`config.mk`:
```
export PLATFORM = sky130hd
export DESIGN_NAME = bbx_exec
export DESIGN_NICKNAME = d
export VERILOG_FILES = /design/src/include/bbx_pkg.sv /design/src/include/bbx_cfg_if.sv /design/src/hdl/bbx_exec.sv /design/src/hdl/bbx_addr_map.sv /design/src/hdl/bbx_axil_regs.sv
export SDC_FILE = /design/constraint.sdc
export NUM_CORES = 1
export LEC_CHECK = 0
export ABC_AREA = 1
export BUFFER_PORTS_ARGS = -buffer_cell sky130_fd_sc_hd__buf_2
export CAP_MARGIN = 20
export CORE_UTILIZATION = 40
export CTS_BUF_LIST = sky130_fd_sc_hd__clkbuf_16
export DETAILED_ROUTE_END_ITERATION = 16
export PLACE_DENSITY_LB_ADDON = 0.08
export SLEW_MARGIN = 20
export SYNTH_ARGS = -nofsm -noshare
export SYNTH_HDL_FRONTEND = slang
export SYNTH_SLANG_ARGS = --single-unit
export TNS_END_PERCENT = 30
```
`constraint.sdc`:
```
create_clock -name CLOCK -period 3.5 [get_ports CLOCK]
set_clock_uncertainty 0.05 [all_clocks]
set_input_delay 0.35 -clock CLOCK [delete_from_list [all_inputs] [get_ports CLOCK]]
set_output_delay 0.35 -clock CLOCK [all_outputs]
set_load 0.02 [all_outputs]
```
`src/include/bbx_pkg.sv`:
```
// Shared constants and types of the branch and bit-set execution core
package bbx_pkg;

  // ************************************************************
  // Instruction encodings
  // ************************************************************
  localparam logic [7:0] OPC_JNZ  = 8'he1;
  localparam logic [4:0] OPC_RJMP = 5'h1a;
  localparam logic [3:0] OPC_SET  = 4'h8;
  localparam logic [3:0] OPC_TSC  = 4'hb;
  localparam logic [3:0] OPC_TSS  = 4'ha;

  typedef struct packed {
    logic [3:0] op;
    logic [2:0] bit_idx;
    logic       acc;
    logic [7:0] fad;
  } bbx_bitop_t;

  typedef struct packed {
    logic [7:0] op;
    logic [7:0] off;
  } bbx_jnz_t;

  typedef struct packed {
    logic [4:0]  op;
    logic [10:0] off;
  } bbx_rjmp_t;

  // ************************************************************
  // Addressing, program counter and sequencing
  // ************************************************************
  localparam int unsigned FA_W        = 12;
  localparam logic [7:0]  IDX_MAX     = 8'h5f;
  localparam logic [7:0]  ACC_SPLIT   = 8'h60;
  localparam logic [3:0]  ACC_LO_BANK = 4'h0;
  localparam logic [3:0]  ACC_HI_BANK = 4'hf;
  localparam logic [7:0]  BIT_ONE     = 8'h01;
  localparam logic [31:0] PC_STEP     = 32'h2;
  localparam logic [31:0] RST_PC      = 32'h0;
  localparam logic [1:0]  FLUSH_FILL  = 2'h1;

  typedef enum logic [3:0] {
    Q1 = 4'b0001,
    Q2 = 4'b0010,
    Q3 = 4'b0100,
    Q4 = 4'b1000
  } bbx_phase_t;

  // ************************************************************
  // Register bus map
  // ************************************************************
  localparam int unsigned AXI_AW    = 8;
  localparam logic [7:0]  REG_CTRL  = 8'h00;
  localparam logic [7:0]  REG_BANK  = 8'h04;
  localparam logic [7:0]  REG_INDEX = 8'h08;
  localparam logic [7:0]  REG_PC    = 8'h0c;
  localparam logic [7:0]  REG_STAT  = 8'h10;
  localparam int unsigned CTRL_RUN  = 0;
  localparam int unsigned CTRL_EXT  = 1;
  localparam logic [3:0]  BANK_RST  = 4'h0;
  localparam logic [1:0]  RESP_OKAY = 2'h0;
  localparam logic [1:0]  RESP_SLVERR = 2'h2;

endpackage

```
`src/include/bbx_cfg_if.sv`:
```
// Configuration and status carrier between register slave and core
`timescale 1ns/1ps
interface bbx_cfg_if #(
  parameter int unsigned PC_W = 21
) ();
  logic            run;
  logic            ext_en;
  logic [3:0]      bank;
  logic [11:0]     index;
  logic [PC_W-1:0] pc;
  logic [7:0]      stat;

  modport regs (output run, ext_en, bank, index, input pc, stat);
  modport core (input run, ext_en, bank, index, output pc, stat);
endinterface

```
`src/hdl/bbx_exec.sv`:
```
// Branch and bit-set execution core, top level
//
// Our own choices: the register addresses and the AXI4-Lite interface to the registers.
`timescale 1ns/1ps
module bbx_exec #(
  parameter int unsigned PC_W = 21
) (
  // Clock and reset
  input  logic                       CLOCK,
  input  logic                       SYS_RST,
  // Register bus write channels
  input  logic [bbx_pkg::AXI_AW-1:0] S_AXI_AWADDR,
  input  logic                       S_AXI_AWVALID,
  output logic                       S_AXI_AWREADY,
  input  logic [31:0]                S_AXI_WDATA,
  input  logic [3:0]                 S_AXI_WSTRB,
  input  logic                       S_AXI_WVALID,
  output logic                       S_AXI_WREADY,
  output logic [1:0]                 S_AXI_BRESP,
  output logic                       S_AXI_BVALID,
  input  logic                       S_AXI_BREADY,
  // Register bus read channels
  input  logic [bbx_pkg::AXI_AW-1:0] S_AXI_ARADDR,
  input  logic                       S_AXI_ARVALID,
  output logic                       S_AXI_ARREADY,
  output logic [31:0]                S_AXI_RDATA,
  output logic [1:0]                 S_AXI_RRESP,
  output logic                       S_AXI_RVALID,
  input  logic                       S_AXI_RREADY,
  // Fetch side
  input  logic [15:0]                INSTR,
  input  logic                       INSTR_TWO_WORD,
  output logic [PC_W-1:0]            FETCH_ADDR,
  output logic [3:0]                 PHASE,
  // Status
  input  logic                       ZERO_FLAG,
  // Data file
  output logic [bbx_pkg::FA_W-1:0]   FILE_ADDR,
  output logic                       FILE_RD,
  output logic                       FILE_WR,
  output logic [7:0]                 FILE_WDATA,
  input  logic [7:0]                 FILE_RDATA
);
  if (PC_W < 12 || PC_W > 32) begin : g_bad_pc_w
    $error("PC_W must lie between 12 and 32");
  end

  bbx_cfg_if #(.PC_W(PC_W)) cfg ();

  bbx_pkg::bbx_phase_t         q_r, q_nxt;
  bbx_pkg::bbx_bitop_t         bop;
  bbx_pkg::bbx_jnz_t           jnz;
  bbx_pkg::bbx_rjmp_t          rjmp;
  logic [15:0]                 instr_r;
  logic                        two_r, nop_r, skip_ext_r;
  logic                        jump_r, skip_r;
  logic [1:0]                  flush_cnt_r, flush_nxt;
  logic [7:0]                  data_r;
  logic [PC_W-1:0]             pc_r, pc_nxt;
  logic [PC_W-1:0]             step, off8_x, off11_x;
  logic [PC_W-1:0]             jnz_tgt, rjmp_tgt;
  logic [bbx_pkg::FA_W-1:0]    file_addr_r, map_addr;
  logic                        file_rd_r, file_wr_r;
  logic [7:0]                  file_wdata_r, bit_mask;
  logic                        is_jnz, is_rjmp, is_set, is_tsc, is_tss;
  logic                        bit_op, bit_now, jump_now, skip_now;
  logic                        phase_go, at_q1, at_q2, at_q3, at_q4;

  bbx_axil_regs u_regs (
    .clk           (CLOCK),
    .rst           (SYS_RST),
    .s_axi_awaddr  (S_AXI_AWADDR),
    .s_axi_awvalid (S_AXI_AWVALID),
    .s_axi_awready (S_AXI_AWREADY),
    .s_axi_wdata   (S_AXI_WDATA),
    .s_axi_wstrb   (S_AXI_WSTRB),
    .s_axi_wvalid  (S_AXI_WVALID),
    .s_axi_wready  (S_AXI_WREADY),
    .s_axi_bresp   (S_AXI_BRESP),
    .s_axi_bvalid  (S_AXI_BVALID),
    .s_axi_bready  (S_AXI_BREADY),
    .s_axi_araddr  (S_AXI_ARADDR),
    .s_axi_arvalid (S_AXI_ARVALID),
    .s_axi_arready (S_AXI_ARREADY),
    .s_axi_rdata   (S_AXI_RDATA),
    .s_axi_rresp   (S_AXI_RRESP),
    .s_axi_rvalid  (S_AXI_RVALID),
    .s_axi_rready  (S_AXI_RREADY),
    .cfg           (cfg.regs)
  );

  bbx_addr_map u_map (
    .fad    (bop.fad),
    .acc    (bop.acc),
    .bank   (cfg.bank),
    .ext_en (cfg.ext_en),
    .index  (cfg.index),
    .addr   (map_addr)
  );

  // ************************************************************
  // Decode
  // ************************************************************
  assign bop      = bbx_pkg::bbx_bitop_t'(instr_r);
  assign jnz      = bbx_pkg::bbx_jnz_t'(instr_r);
  assign rjmp     = bbx_pkg::bbx_rjmp_t'(instr_r);
  // A flushed slot decodes as nothing at all
  assign is_jnz   = !nop_r && jnz.op == bbx_pkg::OPC_JNZ;
  assign is_rjmp  = !nop_r && rjmp.op == bbx_pkg::OPC_RJMP;
  assign is_set   = !nop_r && bop.op == bbx_pkg::OPC_SET;
  assign is_tsc   = !nop_r && bop.op == bbx_pkg::OPC_TSC;
  assign is_tss   = !nop_r && bop.op == bbx_pkg::OPC_TSS;
  assign bit_op   = is_set || is_tsc || is_tss;
  assign bit_mask = bbx_pkg::BIT_ONE << bop.bit_idx;
  assign bit_now  = data_r[bop.bit_idx];
  assign jump_now = is_rjmp || (is_jnz && !ZERO_FLAG);
  assign skip_now = (is_tsc && !bit_now) || (is_tss && bit_now);

  // ************************************************************
  // Target arithmetic
  // ************************************************************
  // The counter already points past this word, so no extra +2 here
  assign step     = PC_W'(bbx_pkg::PC_STEP);
  assign off8_x   = {{(PC_W-9){jnz.off[7]}}, jnz.off, 1'b0};
  assign off11_x  = {{(PC_W-12){rjmp.off[10]}}, rjmp.off, 1'b0};
  assign jnz_tgt  = pc_r + off8_x;
  assign rjmp_tgt = pc_r + off11_x;
  assign pc_nxt   = !jump_r ? pc_r + step
                  : is_rjmp ? rjmp_tgt : jnz_tgt;
  // Only a skip extends itself over the second word of its victim
  assign flush_nxt = nop_r ? flush_cnt_r - 2'h1
                             + {1'b0, skip_ext_r && two_r}
                           : {1'b0, jump_r || skip_r};

  // ************************************************************
  // Phase sequencer
  // ************************************************************
  // Halting only at a cycle boundary keeps a read-modify-write whole
  assign phase_go = (q_r != bbx_pkg::Q1) || cfg.run;
  assign at_q1    = phase_go && q_r == bbx_pkg::Q1;
  assign at_q2    = q_r == bbx_pkg::Q2;
  assign at_q3    = q_r == bbx_pkg::Q3;
  assign at_q4    = q_r == bbx_pkg::Q4;

  always_comb begin
    unique case (q_r)
      bbx_pkg::Q1: q_nxt = cfg.run ? bbx_pkg::Q2 : bbx_pkg::Q1;
      bbx_pkg::Q2: q_nxt = bbx_pkg::Q3;
      bbx_pkg::Q3: q_nxt = bbx_pkg::Q4;
      bbx_pkg::Q4: q_nxt = bbx_pkg::Q1;
      default:     q_nxt = bbx_pkg::Q1;
    endcase
  end

  always_ff @(posedge CLOCK) begin
    if (SYS_RST) begin
      q_r <= bbx_pkg::Q1;
    end else begin
      q_r <= q_nxt;
    end
  end

  // ************************************************************
  // Data file read-modify-write
  // ************************************************************
  always_ff @(posedge CLOCK) begin
    if (SYS_RST) begin
      file_rd_r   <= 1'b0;
      file_addr_r <= '0;
      data_r      <= '0;
    end else begin
      file_rd_r <= at_q1 && bit_op;
      if (at_q1 && bit_op) begin
        file_addr_r <= map_addr;
      end
      if (at_q2 && bit_op) begin
        data_r <= FILE_RDATA;
      end
    end
  end

  always_ff @(posedge CLOCK) begin
    if (SYS_RST) begin
      file_wr_r    <= 1'b0;
      file_wdata_r <= '0;
    end else begin
      file_wr_r <= at_q3 && is_set;
      if (at_q3 && is_set) begin
        file_wdata_r <= data_r | bit_mask;
      end
    end
  end

  // ************************************************************
  // Branch, skip and counter update
  // ************************************************************
  always_ff @(posedge CLOCK) begin
    if (SYS_RST) begin
      jump_r <= 1'b0;
      skip_r <= 1'b0;
    end else if (at_q3) begin
      jump_r <= jump_now;
      skip_r <= skip_now;
    end else if (at_q4) begin
      jump_r <= 1'b0;
      skip_r <= 1'b0;
    end
  end

  // The first slot after reset is a fill cycle with nothing to execute
  always_ff @(posedge CLOCK) begin
    if (SYS_RST) begin
      pc_r        <= PC_W'(bbx_pkg::RST_PC);
      instr_r     <= '0;
      two_r       <= 1'b0;
      nop_r       <= 1'b1;
      flush_cnt_r <= bbx_pkg::FLUSH_FILL;
      skip_ext_r  <= 1'b0;
    end else if (at_q4) begin
      pc_r        <= pc_nxt;
      instr_r     <= INSTR;
      two_r       <= INSTR_TWO_WORD;
      flush_cnt_r <= flush_nxt;
      nop_r       <= flush_nxt != 2'h0;
      skip_ext_r  <= skip_r;
    end
  end

  assign cfg.pc     = pc_r;
  assign cfg.stat   = {3'h0, skip_r, jump_r, nop_r, flush_cnt_r};
  assign FETCH_ADDR = pc_r;
  assign PHASE      = q_r;
  assign FILE_ADDR  = file_addr_r;
  assign FILE_RD    = file_rd_r;
  assign FILE_WR    = file_wr_r;
  assign FILE_WDATA = file_wdata_r;
endmodule

```
`src/hdl/bbx_addr_map.sv`:
```
// File address resolution for bit-oriented instructions
`timescale 1ns/1ps
module bbx_addr_map (
  // Instruction fields
  input  logic [7:0]  fad,
  input  logic        acc,
  // Configuration
  input  logic [3:0]  bank,
  input  logic        ext_en,
  input  logic [11:0] index,
  // Resolved address
  output logic [11:0] addr
);
  logic        use_idx;
  logic [3:0]  acc_bank;
  logic [11:0] acc_addr;
  logic [11:0] idx_addr;

  // Low access addresses become index-relative in extended mode
  assign use_idx  = !acc && ext_en && (fad <= bbx_pkg::IDX_MAX);
  assign acc_bank = (fad < bbx_pkg::ACC_SPLIT) ? bbx_pkg::ACC_LO_BANK
                                               : bbx_pkg::ACC_HI_BANK;
  assign acc_addr = {acc_bank, fad};
  assign idx_addr = index + 12'(fad);
  assign addr     = use_idx ? idx_addr
                  : acc     ? {bank, fad}
                  : acc_addr;
endmodule

```
`src/hdl/bbx_axil_regs.sv`:
```
// AXI4-Lite register slave for the execution core
`timescale 1ns/1ps
module bbx_axil_regs (
  // Clock and reset
  input  logic                       clk,
  input  logic                       rst,
  // Write channels
  input  logic [bbx_pkg::AXI_AW-1:0] s_axi_awaddr,
  input  logic                       s_axi_awvalid,
  output logic                       s_axi_awready,
  input  logic [31:0]                s_axi_wdata,
  input  logic [3:0]                 s_axi_wstrb,
  input  logic                       s_axi_wvalid,
  output logic                       s_axi_wready,
  output logic [1:0]                 s_axi_bresp,
  output logic                       s_axi_bvalid,
  input  logic                       s_axi_bready,
  // Read channels
  input  logic [bbx_pkg::AXI_AW-1:0] s_axi_araddr,
  input  logic                       s_axi_arvalid,
  output logic                       s_axi_arready,
  output logic [31:0]                s_axi_rdata,
  output logic [1:0]                 s_axi_rresp,
  output logic                       s_axi_rvalid,
  input  logic                       s_axi_rready,
  // Core side
  bbx_cfg_if.regs                    cfg
);
  logic                       awready_r, wready_r, bvalid_r;
  logic                       arready_r, rvalid_r;
  logic [1:0]                 bresp_r, rresp_r;
  logic [31:0]                rdata_r, wdata_r;
  logic [3:0]                 wstrb_r;
  logic [bbx_pkg::AXI_AW-1:0] aw_addr_r;
  logic                       wr_fire, w_ctrl, w_bank, w_index, w_hit;
  logic                       r_hit;
  logic [31:0]                ctrl_word, cur_word, merged, rd_word;

  function automatic logic [31:0] merge(input logic [31:0] old,
                                        input logic [31:0] d,
                                        input logic [3:0]  s);
    logic [31:0] m;
    m = old;
    for (int i = 0; i < 4; i++) begin
      if (s[i]) begin
        m[8*i +: 8] = d[8*i +: 8];
      end
    end
    return m;
  endfunction

  // ************************************************************
  // Decode
  // ************************************************************
  assign wr_fire   = !awready_r && !wready_r && !bvalid_r;
  assign w_ctrl    = aw_addr_r == bbx_pkg::REG_CTRL;
  assign w_bank    = aw_addr_r == bbx_pkg::REG_BANK;
  assign w_index   = aw_addr_r == bbx_pkg::REG_INDEX;
  // Read-only registers swallow writes but answer OKAY
  assign w_hit     = w_ctrl || w_bank || w_index
                  || aw_addr_r == bbx_pkg::REG_PC
                  || aw_addr_r == bbx_pkg::REG_STAT;
  assign ctrl_word = 32'({cfg.ext_en, cfg.run});
  assign cur_word  = w_ctrl ? ctrl_word
                   : w_bank ? 32'(cfg.bank) : 32'(cfg.index);
  assign merged    = merge(cur_word, wdata_r, wstrb_r);
  assign r_hit     = s_axi_araddr == bbx_pkg::REG_CTRL
                  || s_axi_araddr == bbx_pkg::REG_BANK
                  || s_axi_araddr == bbx_pkg::REG_INDEX
                  || s_axi_araddr == bbx_pkg::REG_PC
                  || s_axi_araddr == bbx_pkg::REG_STAT;
  assign rd_word   = (s_axi_araddr == bbx_pkg::REG_CTRL)  ? ctrl_word
                   : (s_axi_araddr == bbx_pkg::REG_BANK)  ? 32'(cfg.bank)
                   : (s_axi_araddr == bbx_pkg::REG_INDEX) ? 32'(cfg.index)
                   : (s_axi_araddr == bbx_pkg::REG_PC)    ? 32'(cfg.pc)
                   : (s_axi_araddr == bbx_pkg::REG_STAT)  ? 32'(cfg.stat)
                   : 32'h0;

  assign s_axi_awready = awready_r;
  assign s_axi_wready  = wready_r;
  assign s_axi_bvalid  = bvalid_r;
  assign s_axi_bresp   = bresp_r;
  assign s_axi_arready = arready_r;
  assign s_axi_rvalid  = rvalid_r;
  assign s_axi_rdata   = rdata_r;
  assign s_axi_rresp   = rresp_r;

  // ************************************************************
  // Write path
  // ************************************************************
  always_ff @(posedge clk) begin
    if (rst) begin
      awready_r <= 1'b1;
      wready_r  <= 1'b1;
      bvalid_r  <= 1'b0;
      bresp_r   <= bbx_pkg::RESP_OKAY;
      aw_addr_r <= '0;
      wdata_r   <= '0;
      wstrb_r   <= '0;
    end else begin
      if (s_axi_awvalid && awready_r) begin
        awready_r <= 1'b0;
        aw_addr_r <= s_axi_awaddr;
      end
      if (s_axi_wvalid && wready_r) begin
        wready_r <= 1'b0;
        wdata_r  <= s_axi_wdata;
        wstrb_r  <= s_axi_wstrb;
      end
      if (wr_fire) begin
        bvalid_r <= 1'b1;
        bresp_r  <= w_hit ? bbx_pkg::RESP_OKAY : bbx_pkg::RESP_SLVERR;
      end else if (bvalid_r && s_axi_bready) begin
        bvalid_r  <= 1'b0;
        awready_r <= 1'b1;
        wready_r  <= 1'b1;
      end
    end
  end

  always_ff @(posedge clk) begin
    if (rst) begin
      cfg.run    <= 1'b0;
      cfg.ext_en <= 1'b0;
      cfg.bank   <= bbx_pkg::BANK_RST;
      cfg.index  <= '0;
    end else if (wr_fire) begin
      if (w_ctrl) begin
        cfg.run    <= merged[bbx_pkg::CTRL_RUN];
        cfg.ext_en <= merged[bbx_pkg::CTRL_EXT];
      end
      if (w_bank) begin
        cfg.bank <= 4'(merged);
      end
      if (w_index) begin
        cfg.index <= 12'(merged);
      end
    end
  end

  // ************************************************************
  // Read path
  // ************************************************************
  always_ff @(posedge clk) begin
    if (rst) begin
      arready_r <= 1'b1;
      rvalid_r  <= 1'b0;
      rdata_r   <= '0;
      rresp_r   <= bbx_pkg::RESP_OKAY;
    end else if (s_axi_arvalid && arready_r) begin
      arready_r <= 1'b0;
      rvalid_r  <= 1'b1;
      rdata_r   <= rd_word;
      rresp_r   <= r_hit ? bbx_pkg::RESP_OKAY : bbx_pkg::RESP_SLVERR;
    end else if (rvalid_r && s_axi_rready) begin
      rvalid_r  <= 1'b0;
      arready_r <= 1'b1;
    end
  end
endmodule

```
### Yosys cells after proc, flatten, opt, wreduce, memory -nomap -nowiden

Cells that the tools add are included.

| cells by class | value |
|---|---|
| add/subtract/negate cells | 6 |
| magnitude comparators | 3 |
| equal/unequal tests | 18 |
| shift operators | 1 |
| multiplexer cells | 36 |
| bitwise gates (word level) | 1 |
| reductions and logical operators | 56 |

Operator list:

| kind | count |
|---|---|
| $mux 32 | 4 |
| $mux 12 | 4 |
| $add 21x21->21 | 2 |
| $mux 21 | 2 |
| $eq 8x4->1 const B | 4 |
| $logic_and 1x1->1 | 22 |
| $add 21x2->21 const B | 1 |
| $eq 4x4->1 const B | 4 |
| $eq 8x3->1 const B | 2 |
| $eq 8x5->1 const B | 2 |
| $logic_not 8->1 | 2 |
| $mux 1 | 16 |
| $logic_or 1x1->1 | 14 |
| $add 12x8->12 | 1 |
| $pmux 4 s3 | 1 |
| $eq 8x8->1 const B | 1 |
| $le 8x7->1 const B | 1 |
| $lt 8x7->1 const B | 1 |
| $mux 2 | 4 |
| $mux 4 | 2 |
| $mux 8 | 1 |
| $or 8x8->8 | 1 |
| $reduce_bool 2->1 | 4 |
| $shl 1x3->8 const A | 1 |
| other kinds (14) | 24 |

| storage, ports and cells | value |
|---|---|
| flip-flop bits (word level) | 159 |
| input port bits | 85 |
| output and inout bits | 88 |
| logic and storage cells | 152 |

### Longest topological paths before layout

| logic depth | value |
|---|---|
| depth in word-level cells | 6 |
| mapped depth | 20 |

### Cells and area by module

Synthesis repeated with hierarchy kept, for this count alone.

| second synthesis, totals | value |
|---|---|
| cell total of the unflattened synthesis | 1,238 |
| area, all modules | 8,089.0 µm² |

Modules (own cells, without submodules):

| module | times used | cells each | area an instance (µm²) |
|---|---|---|---|
| bbx_exec | 1 | 633 | 4,189.0 |
| bbx_axil_regs | 1 | 464 | 3,173.0 |
| bbx_addr_map | 1 | 141 | 726.9 |

### Worst setup path before layout

OpenSTA, ideal clock, no wires.

| timing | value |
|---|---|
| kind | reg2reg |
| start point | register instr_r[12], in the netlist bop[12] |
| end point | register pc_r[17], in the netlist FETCH_ADDR[17] |
| library setup time | 0.115 ns |
| arrival time | 2.242 ns |
| required time | 3.335 ns |
| path slack | 1.093 ns |
| stages on the path, launching flop included | 17 |
| path buffers | 0 |
| period minus slack after synthesis | 2.407 ns |
| cell sequence | dfxtp_1 -> inv_1 -> nor2_1 -> nand3_1 -> nand2_1 -> nand3_1 -> inv_1 -> ha_1 -> a21oi_1 -> nor2_1 -> or2_2 -> a21oi_1 -> nand2_1 -> nand2_1 -> nand2_1 -> o21ai_0 -> inv_1 |

| on the way | value |
|---|---|
| longest elaborated chain between the ends | 4 |

Ends and longest elaborated chain:

| what | line | text |
|---|---|---|
| start: declaration | bbx_exec.sv:54 | `logic [15:0] instr_r;` |
| start signal: assignment | bbx_exec.sv:214 | `instr_r <= '0;` |
| start signal: assignment | bbx_exec.sv:221 | `instr_r <= INSTR;` |
| $eq 5x5->1 | bbx_exec.sv:109 | `assign is_rjmp = !nop_r && rjmp.op == bbx_pkg::OPC_RJMP;` |
| $logic_and 1x1->1 | bbx_exec.sv:109 |  |
| $mux 21 | bbx_exec.sv:129 | `: is_rjmp ? rjmp_tgt : jnz_tgt;` |
| $mux 21 | bbx_exec.sv:128 | `assign pc_nxt = !jump_r ? pc_r + step` |
| end signal: assignment | bbx_exec.sv:213 | `pc_r <= PC_W'(bbx_pkg::RST_PC);` |
| end signal: assignment | bbx_exec.sv:220 | `pc_r <= pc_nxt;` |
| end: declaration | bbx_exec.sv:59 | `logic [PC_W-1:0] pc_r, pc_nxt;` |

Every way passes these cells.
A chain may end at the register's enable or synchronous reset.

### Worst setup path in the final report

Same ends and word-level chain as after synthesis.

==> metrics.csv <==
stage,metric,value,unit
power,Peak supply drop,334,uV
sta,Slew @ Worst Pin,0.804,ns
critical_path,Crit Path Class,register to register,
placed_design,number of port buffers,136,
power,combinational fraction of design power,0.056,
synthesis,mux cell area share after synthesis,0,
clock_network,CTS tree,done,
synthesis,Cell variety after synth,47,
sta,# setup viols final,0,
power,Cell Int Power,2790,uW
cells_and_area,share of layout cells above drive strength 1,0.158,
routing,drt total wl,22000,um
cells_and_area,area growth from synthesis to layout,18.1,%
placed_design,HPWL Detailed,16400,um
synthesis,Post-Synth Simple-Gate Area,0.250,
sta,Final Hold Fails,0,
floorplan,Initial Util,0.410,
power,P_leak,0.00443,uW
synthesis,Adder-Cell Fraction of Synth Area,0.0505,
routing,DR pass1 iterations,8,
grt,GRT Util Overall,0.227,
clock_network,CTS-repair resized insts,0,
clock_network,# clock sinks,145,
cells_and_area,Fillers,1986,
grt,first-pass GRT wire length,35300,um
clock_network,Skew-Pair Late Insertion Delay,0.43,ns
routing,vias per inst,4.84,
floorplan,Core Area,0.0188,mm2
outcome,status,finished clean,
sta,hold_ws,0.0965,ns
clock_network,number of buffers created by CTS,17,
placed_design,Placer Congestion,0.883,
synthesis,"top cells by area, synth","dfxtp_1 38%, nand2_1 10%, a21oi_1 8.4%",
hold_path,hold path startpoint,S_AXI_WVALID,
floorplan,number of core rows,50,
critical_path,Worst EP arrival,3.09,ns
flow_run,Max-cap violations,0,
grt,total grt overflow,0,
sta,period utilization,0.806,
floorplan,Die X,141,um
cells_and_area,"commonest cells after routing, fill and taps aside","205 x nand2_1, 146 x inv_1, 145 x dfxtp_1",
power,switch share,0.246,
clock_network,htree depth,4,
synthesis,largest family of logic cells by synthesized area,simple AND/OR/NAND/NOR gates,
power,Clk pwr share,0.484,
synthesis,register area share after synthesis,0.376,
critical_path,CP Capture Type,register,
clock_network,clock transition at the registers of the reported paths,0.06,ns
synthesis,Mean Syn Cell Area,6.85,um2
clock_network,Max Root-Sink Buffers,2,
sta,Final Max Tran Viols,0,
power,Pwr per Cell Area,405,mW/mm2
sta,unrepaired setup endpoints after global routing,no,
critical_path,critical path peak fanout,10,
hold_path,worst hold path type,primary input to register,
routing,remaining routing DRC violations,0,
routing,Vias,7373,
critical_path,CP required,3.77,ns
floorplan,number of I/O pins,173,
cells_and_area,fin util,0.485,
clock_network,Post-CTS Repair Setup Buffers,0,
synthesis,top cell type by total area after synthesis,dfxtp_1,
synthesis,register bit total from synthesis,145,
cells_and_area,nets@finish,1364,
synthesis,top-area cell type share of the netlist area,0.376,
synthesis,compound-gate portion of the synthesized area,0.201,
floorplan,die height,141,um
power,Switching Power,907,uW
grt,vias in the first global route,6846,
sta,f_max,354,MHz
floorplan,die footprint,0.0199,mm2
critical_path,Worst setup SP type,register,
cells_and_area,"most common cell after layout, fill and taps aside",nand2_1,
synthesis,Yosys warning count,0,
sta,Worst slew margin,0.463,
sta,final setup TNS,0,ns
critical_path,reg2reg start,bop[12]$_SDFFE_PP0P_,
grt,initial antenna violation count,1,
routing,WL per Instance,14.4,um
sta,Tmin final,2.82,ns
synthesis,Post-Synthesis Cells,1127,
synthesis,post-synthesis xor/xnor area fraction,0.0113,
clock_network,CTS root buf,clkbuf_16,
grt,largest net degree at the start of global routing,56,
clock_network,# hold bufs at CTS,0,
routing,DRT antenna net count,0,
synthesis,"Cell Area, Synth",0.00772,mm2
routing,initial drt markers,395,
critical_path,origin of the worst setup path,bop[12]$_SDFFE_PP0P_,
power,share of power burned in registers,0.459,
==> path summary, 6_finish.rpt <==
kind | cells past startpoint | slack [ns] | endpoint
worst max-delay path | 16 | 0.68 | FETCH_ADDR[17]$_SDFFE_PP0P_
worst min register to register | 2 | 0.41 | u_regs.s_axi_rdata[4]$_SDFFE_PP0P_
worst max register to register | 16 | 0.68 | FETCH_ADDR[17]$_SDFFE_PP0P_
worst min-delay path | 2 | 0.1 | u_regs.s_axi_wready$_SDFF_PP1_
==> layout make-up <==
class                   instances  area [um2]  area share
diodes                          1        2.50    0.000274
clock buffers                  17         425      0.0466
clock inverters                15         146      0.0160
inverters                     155         582      0.0638
multi-input cells             789        4020       0.441
flip-flops and latches        145        2900       0.318
well taps                     260         325      0.0357
repair buffers                141         718      0.0787
==> power by group through the flow <==
stage,Combinational [uW],Sequential (uW),Clock (uW)
2_1_floorplan,137,1740,0
3_3_place_gp,208,1730,0
3_5_place_dp,209,1730,0
4_1_cts,210,1700,1810
5_1_grt,233,1700,1890
6_report,208,1700,1790
==> synth_stat cells (all sizes together) <==
master   count
xor2         6
nor3        18
nand3       71
o2111ai      2
and2         2
o21bai       5
inv        151
o22ai        2
a21o         4
clkinv       4
nor4         4
fa           2
o21ai      124
nand2      208
conb         1
a21boi       1
o311ai       1
nand3b       1
a211oi       2
nor3b        1
nor2       123
buf         29
dfxtp      145
nand4       11
or2          3
xnor2        4
a31oi        9
clkbuf      22
a21oi      131
o211ai      12
ha          28
==> routing by layer <==
layer  GRT usage  share of wire  vias up
li1            -              -     3936
met1       0.310           0.49     3242
met2       0.358           0.44      170
met3      0.0455          0.057       23
met4      0.0721          0.014        2
met5           0        0.00059        -
==> metrics by stage <==
| step | power, uW | cells | setup WS (ns) | area, um2 |
|---|---|---|---|---|
| after CTS | 3720 | 1522 | 0.675 | 9120 |
| after floorplan | 1880 | 1140 | 1.09 | 7770 |
| after detailed placement | 1940 | 1490 | 0.695 | 8550 |
| after global placement | 1940 | 1490 | 0.717 | 8550 |
| final | 3700 | 1523 | 0.679 | 9120 |
| after global routing | 3820 | 1522 | 0.428 | 9120 |
==> state kept, by name, indices dropped and copies added (netlist names), 2 cells and up <==
name,flops
u_regs.s_axi_rdata,21
FETCH_ADDR,20
u_regs.wstrb_r,2
flush_cnt_r,2
u_regs.cfg.bank,4
u_regs.aw_addr_r,8
u_regs.cfg.index,12
bop,16
u_regs.wdata_r,12
FILE_ADDR,12
data_r,8
FILE_WDATA,8
PHASE,4
==> cells by family (layout without fill, tap and decap cells) <==
family	count (synthesis)	in the layout
and+or+nand+nor	442	442
AOI/OAI and AO/OA	293	293
buffers and inverters	206	328
DFF	145	145
adders and majority gates	30	30
xor gates and xnor gates	10	10
other	1	15
==> worst max-delay path, cell delays in order (launching register included) <==
cell	delay, ns
dfxtp_1	0.45
inv_1	0.08
nor2_1	0.14
nand3_1	0.13
nand2_1	0.08
nand3_1	0.10
inv_1	0.32
ha_1	0.36
a21oi_1	0.19
nor2_1	0.05
or2_2	0.26
a21oi_1	0.12
nand2_1	0.08
nand2_1	0.06
nand2_1	0.04
o21ai_0	0.15
inv_1	0.05
Note: power is estimated with default switching activity, not from simulation.
